File: src/pmbcs_pkg.sv
// shared constants of the management-bus command block
package pmbcs_pkg;
  // interpreter states
  typedef enum logic [2:0] {
    S_IDLE  = 3'b000, // bus free or not addressed
    S_RX    = 3'b001, // shifting a byte in
    S_RXACK = 3'b010, // driving or waiting out an ack slot
    S_TX    = 3'b011, // shifting a byte out
    S_TXACK = 3'b100  // sampling the host ack
  } pmbcs_st_t;
  // command codes
  localparam logic [7:0] CMD_OPER  = 8'h01;
  localparam logic [7:0] CMD_ONOFF = 8'h02;
  localparam logic [7:0] CMD_STORE = 8'h11;
  localparam logic [7:0] CMD_VOUT  = 8'h21;
  localparam logic [7:0] CMD_MHI   = 8'h25;
  localparam logic [7:0] CMD_MLO   = 8'h26;
  localparam logic [7:0] CMD_VINON = 8'h35;
  localparam logic [7:0] CMD_VINOF = 8'h36;
  localparam logic [7:0] CMD_TDLY  = 8'h60;
  localparam logic [7:0] CMD_TRISE = 8'h61;
  localparam logic [7:0] CMD_RVIN  = 8'h88;
  localparam logic [7:0] CMD_RVOUT = 8'h8b;
  localparam logic [7:0] CMD_RIOUT = 8'h8c;
  localparam logic [7:0] CMD_WP    = 8'hd0;
  localparam logic [7:0] CMD_VOTRM = 8'hd4;
  localparam logic [7:0] CMD_VITRM = 8'hd5;
  localparam logic [7:0] CMD_VIGN  = 8'hd6;
  // fixed exponents of the linear words
  localparam logic [4:0] EXP_M3 = 5'h1d;
  localparam logic [4:0] EXP_M1 = 5'h1f;
  // accepted ranges, mantissa units
  localparam logic [10:0] VIN_MIN = 11'h100; // 32 V
  localparam logic [10:0] VIN_MAX = 11'h170; // 46 V
  localparam logic [10:0] TDLY_MIN = 11'h014; // 10 ms
  localparam logic [10:0] TRISE_MIN = 11'h01e; // 15 ms
  localparam logic [10:0] TON_MAX = 11'h3e8; // 500 ms
  localparam logic [15:0] VOUT_MIN = 16'h819a; // 8.10 V rounded up
  localparam logic [15:0] VOUT_MAX = 16'hd333; // 13.20 V rounded down
  localparam logic [10:0] IOUT_BLANK = 11'h00e; // first unblanked step above 1.65 A
  // bit positions
  localparam int OP_ON = 7;
  localparam int CFG_CMD = 3;
  // reset values
  localparam logic [7:0] OP_RST = 8'h08;
  localparam logic [7:0] CFG_RST = 8'h1f;
  localparam logic [15:0] VINON_RST = 16'he910;
  localparam logic [15:0] VINOF_RST = 16'he900;
  localparam logic [15:0] TDLY_RST = 16'hf814;
  localparam logic [15:0] TRISE_RST = 16'hf81e;
  localparam logic [15:0] VOUT_RST = 16'hc000;
  localparam logic [15:0] MHI_RST = 16'hc99a;
  localparam logic [15:0] MLO_RST = 16'hb666;
  localparam logic [15:0] VOTRM_RST = 16'h0000;
  localparam logic [15:0] VITRM_RST = 16'he800;
  localparam logic [15:0] VIGN_RST = 16'h2000;
  localparam logic [6:0] ADDR_RST = 7'h10;
endpackage

File: src/pmbcs_top.sv
`timescale 1ns/100ps
`default_nettype none
module pmbcs_top #(
  parameter logic [6:0] BUS_ADDR = pmbcs_pkg::ADDR_RST // bus address
) (
  input wire logic clk_i, // 250 MHz clock
  input wire logic rst_b_i, // async reset, low
  input wire logic scl_i, // bus clock pin
  input wire logic sda_i, // bus data pin level
  output logic sda_o, // bus data drive value
  output logic sda_oe_o, // bus data pulled low
  input wire logic on_off_pin_i, // analog on/off pin
  input wire logic [15:0] vout_adc_i, // raw output voltage
  input wire logic [10:0] vin_adc_i, // raw input voltage
  input wire logic [10:0] iout_adc_i, // raw output current
  output logic out_en_o, // converter output enable
  output logic [15:0] vout_target_o, // active set-point
  output logic [15:0] turn_on_delay_time_o, // turn-on delay word
  output logic [15:0] turn_on_rise_time_o, // rise time word
  output logic [15:0] vin_on_o, // turn-on threshold word
  output logic [15:0] vin_off_o, // turn-off threshold word
  output logic store_o // save-to-storage strobe
);
  // whole state of the block
  typedef struct packed {
    logic scl1, scl2, scl3; // clock pin sync and history
    logic sda1, sda2, sda3; // data pin sync and history
    logic pin1, pin2; // on/off pin sync
    pmbcs_pkg::pmbcs_st_t st; // bus state
    logic adr; // next byte is an address
    logic rd; // read direction
    logic [3:0] bcnt; // bit counter
    logic [7:0] sh; // shift register
    logic [2:0] nb; // bytes after address
    logic [1:0] txi; // bytes sent
    logic [7:0] cmd, d0, d1; // received bytes
    logic [7:0] crc; // running error check
    logic oe; // data pin drive
    logic wp; // write protection
    logic [7:0] op; // operation byte
    logic [7:0] cfg; // on/off options
    logic [15:0] vin_on, vin_off, tdly, trise; // linear words
    logic [15:0] vout, mhi, mlo; // output voltage words
    logic out_en; // output enable
    logic [15:0] vtgt; // active set-point
    logic store; // store strobe
  } pmbcs_s_t;

  pmbcs_s_t s_r; // registered state
  pmbcs_s_t s_nxt; // next state

  // error check update, polynomial x8+x2+x+1
  function automatic logic [7:0] crc8(input logic [7:0] c, input logic [7:0] b);
    logic [7:0] r;
    r = c ^ b;
    for (int i = 0; i < 8; i++) begin
      r = r[7] ? {r[6:0], 1'b0} ^ 8'h07 : {r[6:0], 1'b0};
    end
    return r;
  endfunction

  // data bytes a command carries, 3 means unsupported
  function automatic logic [1:0] cmd_len(input logic [7:0] c);
    case (c)
      pmbcs_pkg::CMD_STORE: cmd_len = 2'h0;
      pmbcs_pkg::CMD_OPER, pmbcs_pkg::CMD_ONOFF, pmbcs_pkg::CMD_WP: cmd_len = 2'h1;
      pmbcs_pkg::CMD_VOUT, pmbcs_pkg::CMD_MHI, pmbcs_pkg::CMD_MLO, pmbcs_pkg::CMD_VINON,
      pmbcs_pkg::CMD_VINOF, pmbcs_pkg::CMD_TDLY, pmbcs_pkg::CMD_TRISE, pmbcs_pkg::CMD_RVIN,
      pmbcs_pkg::CMD_RVOUT, pmbcs_pkg::CMD_RIOUT, pmbcs_pkg::CMD_VOTRM, pmbcs_pkg::CMD_VITRM,
      pmbcs_pkg::CMD_VIGN: cmd_len = 2'h2;
      default: cmd_len = 2'h3;
    endcase
  endfunction

  // linear word check: exponent fixed, positive mantissa in range
  function automatic logic lin_ok(input logic [15:0] w, input logic [4:0] e,
                                  input logic [10:0] lo, input logic [10:0] hi);
    lin_ok = (w[15:11] == e) && (w[10:0] >= lo) && (w[10:0] <= hi);
  endfunction

  logic [15:0] rd_vout; // corrected output reading
  logic [26:0] vin_prod; // raw input times gain
  logic [15:0] rd_vin; // corrected input reading
  logic [15:0] rd_iout; // blanked current reading

  // readbacks from raw samples and trims
  always_comb begin
    rd_vout = vout_adc_i + pmbcs_pkg::VOTRM_RST;
    vin_prod = vin_adc_i * pmbcs_pkg::VIGN_RST;
    rd_vin = {pmbcs_pkg::EXP_M3, 11'(vin_prod[23:13] + pmbcs_pkg::VITRM_RST[10:0])};
    if (iout_adc_i[10] || iout_adc_i < pmbcs_pkg::IOUT_BLANK) begin
      rd_iout = {pmbcs_pkg::EXP_M3, 11'h000};
    end else begin
      rd_iout = {pmbcs_pkg::EXP_M3, iout_adc_i};
    end
  end

  logic [15:0] rval; // value a read returns

  // read mux by command
  always_comb begin
    case (s_r.cmd)
      pmbcs_pkg::CMD_OPER: rval = {8'h00, s_r.op};
      pmbcs_pkg::CMD_ONOFF: rval = {8'h00, s_r.cfg};
      pmbcs_pkg::CMD_WP: rval = {15'h0000, s_r.wp};
      pmbcs_pkg::CMD_VOUT: rval = s_r.vout;
      pmbcs_pkg::CMD_MHI: rval = s_r.mhi;
      pmbcs_pkg::CMD_MLO: rval = s_r.mlo;
      pmbcs_pkg::CMD_VINON: rval = s_r.vin_on;
      pmbcs_pkg::CMD_VINOF: rval = s_r.vin_off;
      pmbcs_pkg::CMD_TDLY: rval = s_r.tdly;
      pmbcs_pkg::CMD_TRISE: rval = s_r.trise;
      pmbcs_pkg::CMD_RVIN: rval = rd_vin;
      pmbcs_pkg::CMD_RVOUT: rval = rd_vout;
      pmbcs_pkg::CMD_RIOUT: rval = rd_iout;
      pmbcs_pkg::CMD_VOTRM: rval = pmbcs_pkg::VOTRM_RST;
      pmbcs_pkg::CMD_VITRM: rval = pmbcs_pkg::VITRM_RST;
      pmbcs_pkg::CMD_VIGN: rval = pmbcs_pkg::VIGN_RST;
      default: rval = 16'hffff; // unsupported codes: all ones, never sent; a read of them repeats the check byte
    endcase
  end

  logic rise, fall, start, stop; // bus events
  logic commit; // a write ends well-formed
  logic [15:0] wword; // written word
  logic [1:0] wlen; // bytes the written command carries
  logic [7:0] txb; // next byte to send
  logic txpec; // next byte is the error check

  // bus events and commit qualifier
  always_comb begin
    rise = s_r.scl2 & ~s_r.scl3;
    fall = ~s_r.scl2 & s_r.scl3;
    start = s_r.scl2 & s_r.scl3 & s_r.sda3 & ~s_r.sda2;
    stop = s_r.scl2 & s_r.scl3 & ~s_r.sda3 & s_r.sda2;
    wlen = cmd_len(s_r.cmd);
    wword = {s_r.d1, s_r.d0};
    // error byte optional; when given, the whole check must come out zero
    commit = stop && !s_r.rd && (s_r.st != pmbcs_pkg::S_IDLE) && (wlen != 2'h3) &&
             ((s_r.nb == 3'(wlen) + 3'h1) ||
              ((s_r.nb == 3'(wlen) + 3'h2) && (s_r.crc == 8'h00)));
    txpec = (s_r.txi >= cmd_len(s_r.cmd)) || (cmd_len(s_r.cmd) == 2'h3);
    txb = txpec ? s_r.crc : (s_r.txi == 2'h0 ? rval[7:0] : rval[15:8]);
  end

  // next-state logic
  always_comb begin
    s_nxt = s_r;
    // two-flop synchronisers, plus one history stage on clock and data
    s_nxt.scl1 = scl_i;
    s_nxt.scl2 = s_r.scl1;
    s_nxt.scl3 = s_r.scl2;
    s_nxt.sda1 = sda_i;
    s_nxt.sda2 = s_r.sda1;
    s_nxt.sda3 = s_r.sda2;
    s_nxt.pin1 = on_off_pin_i;
    s_nxt.pin2 = s_r.pin1;
    s_nxt.store = 1'b0;
    if (start) begin
      // fresh transfer clears the check; a repeated start keeps it running
      if (s_r.st == pmbcs_pkg::S_IDLE) begin
        s_nxt.crc = 8'h00;
        s_nxt.nb = 3'h0;
      end
      s_nxt.st = pmbcs_pkg::S_RX;
      s_nxt.adr = 1'b1;
      s_nxt.bcnt = 4'h0;
      s_nxt.txi = 2'h0;
      s_nxt.oe = 1'b0;
    end else if (stop) begin
      s_nxt.st = pmbcs_pkg::S_IDLE;
      s_nxt.oe = 1'b0;
      if (commit) begin
        case (s_r.cmd)
          pmbcs_pkg::CMD_STORE: s_nxt.store = 1'b1;
          pmbcs_pkg::CMD_WP: s_nxt.wp = s_r.d0[0];
          pmbcs_pkg::CMD_OPER: begin
            // bits 6, 3..0 read only: margin field keeps the fault-acting form
            s_nxt.op = {s_r.d0[7], 1'b0, s_r.d0[5:4], 4'h8};
          end
          pmbcs_pkg::CMD_ONOFF: begin
            if (!s_r.wp) begin
              s_nxt.cfg[pmbcs_pkg::CFG_CMD] = s_r.d0[pmbcs_pkg::CFG_CMD];
            end
          end
          pmbcs_pkg::CMD_VINON: begin
            if (!s_r.wp && lin_ok(wword, pmbcs_pkg::EXP_M3, pmbcs_pkg::VIN_MIN, pmbcs_pkg::VIN_MAX)) begin
              s_nxt.vin_on = wword;
            end
          end
          pmbcs_pkg::CMD_VINOF: begin
            if (!s_r.wp && lin_ok(wword, pmbcs_pkg::EXP_M3, pmbcs_pkg::VIN_MIN, pmbcs_pkg::VIN_MAX)) begin
              s_nxt.vin_off = wword;
            end
          end
          pmbcs_pkg::CMD_TDLY: begin
            if (!s_r.wp && lin_ok(wword, pmbcs_pkg::EXP_M1, pmbcs_pkg::TDLY_MIN, pmbcs_pkg::TON_MAX)) begin
              s_nxt.tdly = wword;
            end
          end
          pmbcs_pkg::CMD_TRISE: begin
            if (!s_r.wp && lin_ok(wword, pmbcs_pkg::EXP_M1, pmbcs_pkg::TRISE_MIN, pmbcs_pkg::TON_MAX)) begin
              s_nxt.trise = wword;
            end
          end
          pmbcs_pkg::CMD_VOUT: begin
            if (!s_r.wp && wword >= pmbcs_pkg::VOUT_MIN && wword <= pmbcs_pkg::VOUT_MAX) begin
              s_nxt.vout = wword;
            end
          end
          pmbcs_pkg::CMD_MHI: begin
            if (!s_r.wp) begin
              s_nxt.mhi = wword;
            end
          end
          pmbcs_pkg::CMD_MLO: begin
            if (!s_r.wp) begin
              s_nxt.mlo = wword;
            end
          end
          default: s_nxt.store = 1'b0; // read-only codes ignore writes
        endcase
      end
    end else begin
      case (s_r.st)
        pmbcs_pkg::S_RX: begin
          if (rise && s_r.bcnt < 4'h8) begin
            s_nxt.sh = {s_r.sh[6:0], s_r.sda2};
            s_nxt.bcnt = s_r.bcnt + 4'h1;
          end else if (fall && s_r.bcnt == 4'h8) begin
            s_nxt.crc = crc8(s_r.crc, s_r.sh);
            s_nxt.bcnt = 4'h0;
            if (s_r.adr) begin
              s_nxt.adr = 1'b0;
              if (s_r.sh[7:1] == BUS_ADDR) begin
                s_nxt.rd = s_r.sh[0];
                s_nxt.oe = 1'b1;
                s_nxt.st = pmbcs_pkg::S_RXACK;
              end else begin
                s_nxt.st = pmbcs_pkg::S_IDLE; // not ours
              end
            end else begin
              // command, low byte, high byte, then error byte
              case (s_r.nb)
                3'h0: s_nxt.cmd = s_r.sh;
                3'h1: s_nxt.d0 = s_r.sh;
                3'h2: s_nxt.d1 = s_r.sh;
                default: s_nxt.d1 = s_r.d1;
              endcase
              if (s_r.nb != 3'h7) begin
                s_nxt.nb = s_r.nb + 3'h1;
              end
              s_nxt.oe = 1'b1;
              s_nxt.st = pmbcs_pkg::S_RXACK;
            end
          end
        end
        pmbcs_pkg::S_RXACK: begin
          if (fall) begin
            if (s_r.rd) begin
              // load the next reply byte and present its msb
              s_nxt.sh = txb;
              s_nxt.oe = ~txb[7];
              s_nxt.bcnt = 4'h0;
              s_nxt.st = pmbcs_pkg::S_TX;
              if (!txpec) begin
                s_nxt.crc = crc8(s_r.crc, txb);
              end
              if (s_r.txi != 2'h3) begin
                s_nxt.txi = s_r.txi + 2'h1;
              end
            end else begin
              s_nxt.oe = 1'b0;
              s_nxt.st = pmbcs_pkg::S_RX;
            end
          end
        end
        pmbcs_pkg::S_TX: begin
          if (fall) begin
            if (s_r.bcnt == 4'h7) begin
              s_nxt.oe = 1'b0; // release for the host ack
              s_nxt.st = pmbcs_pkg::S_TXACK;
            end else begin
              s_nxt.sh = {s_r.sh[6:0], 1'b0};
              s_nxt.oe = ~s_r.sh[6];
              s_nxt.bcnt = s_r.bcnt + 4'h1;
            end
          end
        end
        pmbcs_pkg::S_TXACK: begin
          if (rise) begin
            // a not-ack ends the reply; an ack asks for one more
            s_nxt.st = s_r.sda2 ? pmbcs_pkg::S_IDLE : pmbcs_pkg::S_RXACK;
          end
        end
        default: s_nxt.st = pmbcs_pkg::S_IDLE;
      endcase
    end
    // start-up gating: pin always required, on bit only when obeyed
    s_nxt.out_en = s_r.pin2 && (!s_r.cfg[pmbcs_pkg::CFG_CMD] || s_r.op[pmbcs_pkg::OP_ON]);
    // margin select on bits 5:2
    case (s_r.op[5:2])
      4'b0110: s_nxt.vtgt = s_r.mlo;
      4'b1010: s_nxt.vtgt = s_r.mhi;
      default: s_nxt.vtgt = s_r.vout;
    endcase
  end

  // state register
  always_ff @(posedge clk_i or negedge rst_b_i) begin
    if (!rst_b_i) begin
      s_r <= '0;
      s_r.scl1 <= 1'b1;
      s_r.scl2 <= 1'b1;
      s_r.scl3 <= 1'b1;
      s_r.sda1 <= 1'b1;
      s_r.sda2 <= 1'b1;
      s_r.sda3 <= 1'b1;
      s_r.st <= pmbcs_pkg::S_IDLE;
      s_r.wp <= 1'b1;
      s_r.op <= pmbcs_pkg::OP_RST;
      s_r.cfg <= pmbcs_pkg::CFG_RST;
      s_r.vin_on <= pmbcs_pkg::VINON_RST;
      s_r.vin_off <= pmbcs_pkg::VINOF_RST;
      s_r.tdly <= pmbcs_pkg::TDLY_RST;
      s_r.trise <= pmbcs_pkg::TRISE_RST;
      s_r.vout <= pmbcs_pkg::VOUT_RST;
      s_r.mhi <= pmbcs_pkg::MHI_RST;
      s_r.mlo <= pmbcs_pkg::MLO_RST;
      s_r.vtgt <= pmbcs_pkg::VOUT_RST;
    end else begin
      s_r <= s_nxt;
    end
  end

  // outputs straight from state; data drive value tied low
  assign sda_o = 1'b0; // open drain: only ever pulls low
  assign sda_oe_o = s_r.oe;
  assign out_en_o = s_r.out_en;
  assign vout_target_o = s_r.vtgt;
  assign turn_on_delay_time_o = s_r.tdly;
  assign turn_on_rise_time_o = s_r.trise;
  assign vin_on_o = s_r.vin_on;
  assign vin_off_o = s_r.vin_off;
  assign store_o = s_r.store;

  // checks
  property p_wp_clear;
    @(posedge clk_i) disable iff (!rst_b_i)
      s_r.wp && !s_nxt.wp |-> commit && s_r.cmd == pmbcs_pkg::CMD_WP;
  endproperty
  a_wp_clear: assert property (p_wp_clear) else $error("protection dropped without command");
  property p_wp_hold;
    @(posedge clk_i) disable iff (!rst_b_i)
      s_r.wp && commit && s_r.cmd == pmbcs_pkg::CMD_VOUT |=> $stable(s_r.vout);
  endproperty
  a_wp_hold: assert property (p_wp_hold) else $error("protected set-point changed");
  property p_store;
    @(posedge clk_i) disable iff (!rst_b_i)
      commit && s_r.cmd == pmbcs_pkg::CMD_STORE |=> store_o ##1 !store_o;
  endproperty
  a_store: assert property (p_store) else $error("store strobe missing");
  property p_pin;
    @(posedge clk_i) disable iff (!rst_b_i) !s_r.pin2 |=> !out_en_o;
  endproperty
  a_pin: assert property (p_pin) else $error("enabled without pin");
  property p_cmd_bit;
    @(posedge clk_i) disable iff (!rst_b_i)
      s_r.pin2 && !s_r.cfg[pmbcs_pkg::CFG_CMD] |=> out_en_o;
  endproperty
  a_cmd_bit: assert property (p_cmd_bit) else $error("on bit not ignored");
  property p_off;
    @(posedge clk_i) disable iff (!rst_b_i)
      s_r.cfg[pmbcs_pkg::CFG_CMD] && !s_r.op[pmbcs_pkg::OP_ON] |=> !out_en_o;
  endproperty
  a_off: assert property (p_off) else $error("enabled while commanded off");
  property p_margin;
    @(posedge clk_i) disable iff (!rst_b_i)
      s_r.op[5:2] == 4'b0110 && $stable(s_r.op) |=> vout_target_o == $past(s_r.mlo);
  endproperty
  a_margin: assert property (p_margin) else $error("margin low not applied");
  property p_vin_rng;
    @(posedge clk_i) disable iff (!rst_b_i)
      vin_on_o[10:0] >= pmbcs_pkg::VIN_MIN && vin_on_o[10:0] <= pmbcs_pkg::VIN_MAX;
  endproperty
  a_vin_rng: assert property (p_vin_rng) else $error("threshold out of range");
  property p_vout_rng;
    @(posedge clk_i) disable iff (!rst_b_i)
      s_r.vout >= pmbcs_pkg::VOUT_MIN && s_r.vout <= pmbcs_pkg::VOUT_MAX;
  endproperty
  a_vout_rng: assert property (p_vout_rng) else $error("set-point out of range");
  property p_cfg;
    @(posedge clk_i) disable iff (!rst_b_i) s_r.cfg[7:4] == 4'h1 && s_r.cfg[2:0] == 3'h7;
  endproperty
  a_cfg: assert property (p_cfg) else $error("read-only option bits moved");
  property p_blank;
    @(posedge clk_i) disable iff (!rst_b_i)
      iout_adc_i < pmbcs_pkg::IOUT_BLANK |-> rd_iout[10:0] == 11'h000;
  endproperty
  a_blank: assert property (p_blank) else $error("current not blanked");
  c_store: cover property (@(posedge clk_i) disable iff (!rst_b_i) store_o);
  c_read: cover property (@(posedge clk_i) disable iff (!rst_b_i)
    s_r.st == pmbcs_pkg::S_TX && s_r.txi == 2'h3);
  c_wp_off: cover property (@(posedge clk_i) disable iff (!rst_b_i) !s_r.wp);
endmodule
`default_nettype wire

File: config.mk
export PLATFORM = sky130hd
export DESIGN_NAME = pmbcs_top
export DESIGN_NICKNAME = d
export VERILOG_FILES = /design/src/pmbcs_pkg.sv /design/src/pmbcs_top.sv
export SDC_FILE = /design/constraint.sdc
export NUM_CORES = 1
export LEC_CHECK = 0
export BUFFER_PORTS_ARGS = -buffer_cell sky130_fd_sc_hd__clkbuf_2
export CORE_MARGIN = 8
export CORE_UTILIZATION = 64
export DETAILED_ROUTE_END_ITERATION = 12
export PLACE_DENSITY = 0.86
export SYNTH_ARGS = -nofsm -noshare
export SYNTH_HDL_FRONTEND = slang
export SYNTH_SLANG_ARGS = --single-unit
File: constraint.sdc
create_clock -name clk_i -period 8.56 [get_ports clk_i]
set_input_delay 1.712 -clock clk_i [delete_from_list [all_inputs] [get_ports clk_i]]
set_output_delay 1.712 -clock clk_i [all_outputs]
set_load 0.02 [all_outputs]
==> impl_metrics.csv <==
group,metric,value,unit
cells_and_area,drive_above_1_share,0.332,
synthesis,synth-seq-cells,198,
synthesis,yosys-top-cells-count,"dfrtp_1, mux2_2, buf_4, nand2_1",
placement,placed_cells,1315,
cells_and_area,fillers,1339,
sta,layout_min_cycle_time,5170,ps
setup_path,slowest_delay,990,ps
synthesis,ys_types,102,
detailed_routing,wl_per_cell,26.0,microns
sta,fin_crit_sh,0.604,
synthesis,syn_avg_cell_area,10.6,sq um
cells_and_area,finalNonFillerCells,1347,
setup_path,worstSetupStartpointType,"flop",
floorplan,ios,127,
setup_path,path_delay_family,"simple AND/OR/NAND/NOR gates",
clock_network,worst_setup_hold_path_clk_slew,70,ps
sta,skew,12.0,ps
setup_path,crit_path_cell_trace,"nor3b_1 -> o21ai_1 -> nand4b_2 -> nor2_1 -> ha_1 -> nand2_1 -> nand2_1 -> ha_1 -> nor2b_1 -> o221ai_1 -> nand2_1 -> nand2_1 -> xnor3_1 -> nand2_1 -> a31oi_1 -> a211o_1",
sta,clock.fmax,193,MHz
power_and_ir_drop,power_density,174,nW/um^2
sta,finalSetupViolCount,0,
run,max_cap_viol_count,0,
synthesis,synthArstFlopShare,1.00,
setup_path,critPathMostFrequentCell,"nand2_1",
clock_network,ctsResizeCount,0,
grt,antenna_found_initial,0,
clock_network,cts_root_buf,"clkbuf_16",
grt,grt_max_degree,137,
synthesis,synth-edff-count,0,
grt,grt_remaining_overflow,0,
sta,whs,358,ps
setup_path,critPathMaxFanout,18,
sta,setup_ws,3390,ps
detailed_routing,drc_errors,0,
synthesis,yosysTopAreaCell,"dfrtp_1",
synthesis,yosys_warnings,0,
detailed_routing,post_drt_via_cell_ratio,6.85,
min_path,min_path_type,"flop to flop",
clock_network,cts_tree,"built",
placement,routabilityCongestion,1.02,
clock_network,clock_latency,440,ps
synthesis,syn_area,11700,sq um
placement,dp_hpwl,25.2,mm
grt,grt_first_pass_wirelength,54.1,mm
synthesis,postSynthCellCount,1104,
run_status,status,"completed",
setup_path,crit_buf_inv,0,
clock_network,cts_sinks,198,
cells_and_area,nets,1161,
detailed_routing,drtIter0Drc,1368,
sta,worst_pin_slew,1150,ps
cells_and_area,design_area,12300,sq um
floorplan,die_h,151,microns
cells_and_area,areaGrowthSynthToFinish,5.86,%
setup_path,cp_data_required_time,8890,ps
floorplan,die_w,151,microns
setup_path,critPathKind,"flop to flop",
detailed_routing,vias,9233,
setup_path,arrival,5510,ps
grt,track_usage,0.314,
synthesis,yosys-top-cells-area,"dfrtp_1, dfstp_2, mux2_2",
sta,slew_headroom,0.229,
setup_path,crit_path_end_kind,"flop",
synthesis,synth-main-ff-cell,"dfrtp_1",
clock_network,htreeDepth,4,
synthesis,syn-num-nets,1160,
sta,rsz0062_at_grt,"false",
cells_and_area,diodes,0,
placement,place_ws,3660,ps
setup_path,cpMaxStageDelayCell,"nor3b_1",
detailed_routing,ant_nets,0,
sta,setup_tns,0,ps
power_and_ir_drop,ir_drop,0.152,mV
sta,hold_viol_final,0,
sta,slew_viol_final,0,
clock_network,postCtsHoldBufs,0,
detailed_routing,first_pass_iters,8,
synthesis,yosysTopAreaCellShare,0.305,
floorplan,rows,49,
clock_network,cts_buffer_depth,2,
floorplan,die_area,22800,sq um
floorplan,start_util,0.651,
synthesis,ys_seq_area_frac,0.431,
synthesis,synthMostInstantiatedCell,"dfrtp_1",
floorplan,fp.coreArea,17900,sq um
clock_network,cts_inserted_buffers,17,
grt,grt_pass1_vias,9003,
power_and_ir_drop,leakagePower,5.56,nW
placement,placed_area,11700,sq um
detailed_routing,wirelength,35.0,mm
placement,io_buffers,125,
clock_network,post-cts-setup-buffers,0,
[worst paths after layout]
check	cells after the start	end	startpoint	slack, ps
max in group asynchronous	2	s_r[153]	rst_b_i	5680
setup / recovery	16	s_r[149]	s_r[172]	3390
hold / removal	0	s_nxt[207]	s_nxt[208]	360
setup reg to reg	16	s_r[149]	s_r[172]	3390
hold reg to reg	0	s_nxt[207]	s_nxt[208]	360
min in group asynchronous	1	vin_off_o[3]	rst_b_i	1450
[per-layer routing]
metal	routed length, microns	part of all wire	vias up	GRT usage
li1	-	-	3932	-
met1	14400	0.41	4506	0.446
met2	15100	0.43	678	0.454
met3	4240	0.12	117	0.0657
met4	1320	0.038	0	0.144
met5	0	0	-	0
[kinds of logic after synthesis]
family | share of synthesized area
xor+xnor | 0.0349
buf+inv | 0.0848
mux | 0.134
compound gates | 0.131
other cells | 0.000322
fa+ha+maj | 0.0140
simple gates | 0.170
flops | 0.431
[registers in the layout (all words and copies together) (netlist names)]
register	flops
store_o	1
s_nxt	5
vin_on_o	16
sda_oe_o	1
turn_on_delay_time_o	16
s_r	110
turn_on_rise_time_o	16
out_en_o	1
vin_off_o	16
vout_target_o	16
[cells in the final DEF, fill, tap and decap left out, types with 15 or more instances in the layout]
cell type	n
a21oi_1	34
o21ai_0	40
nand2b_1	22
dfstp_2	56
mux2_2	93
and2_1	15
clkbuf_16	17
nand2_1	79
xnor2_1	32
dfrtp_1	142
inv_1	15
nand3_1	28
a22oi_1	39
mux2i_1	21
nor2_1	56
clkbuf_2	124
[power breakdown]
part           internal, mW  switching [mW]  total (mW)
sequential            0.966          0.0751        1.04
combinational         0.117           0.154       0.272
clock                 0.444           0.395       0.839
total                  1.53           0.625        2.15
[worst register-to-register path, delay by kind of cell, from the launching register on]
family / cells / cell delay, ps
flops: 1 / 750
simple gates: 9 / 2580
fa+ha+maj: 2 / 530
compound gates: 4 / 790
xor+xnor: 1 / 410
[metrics by stage]
stage                      util  power, mW
final                     0.689       2.15
after global routing      0.689       2.23
after CTS                 0.689       2.15
after detailed placement  0.655       1.32
after global placement    0.655       1.31
after floorplan               -       1.23
[layout make-up]
| cell class | count | area (sq um) | area share |
|---|---|---|---|
| timing repair buffer | 132 | 687 | 0.0557 |
| tap | 229 | 287 | 0.0232 |
| clock buffer | 17 | 425 | 0.0345 |
| sequential | 198 | 5020 | 0.407 |
| clock inverter | 15 | 186 | 0.0151 |
| multi-input combinational | 741 | 5680 | 0.460 |
| inverter | 15 | 56.3 | 0.00456 |
Power figures use the tool's default switching activity.
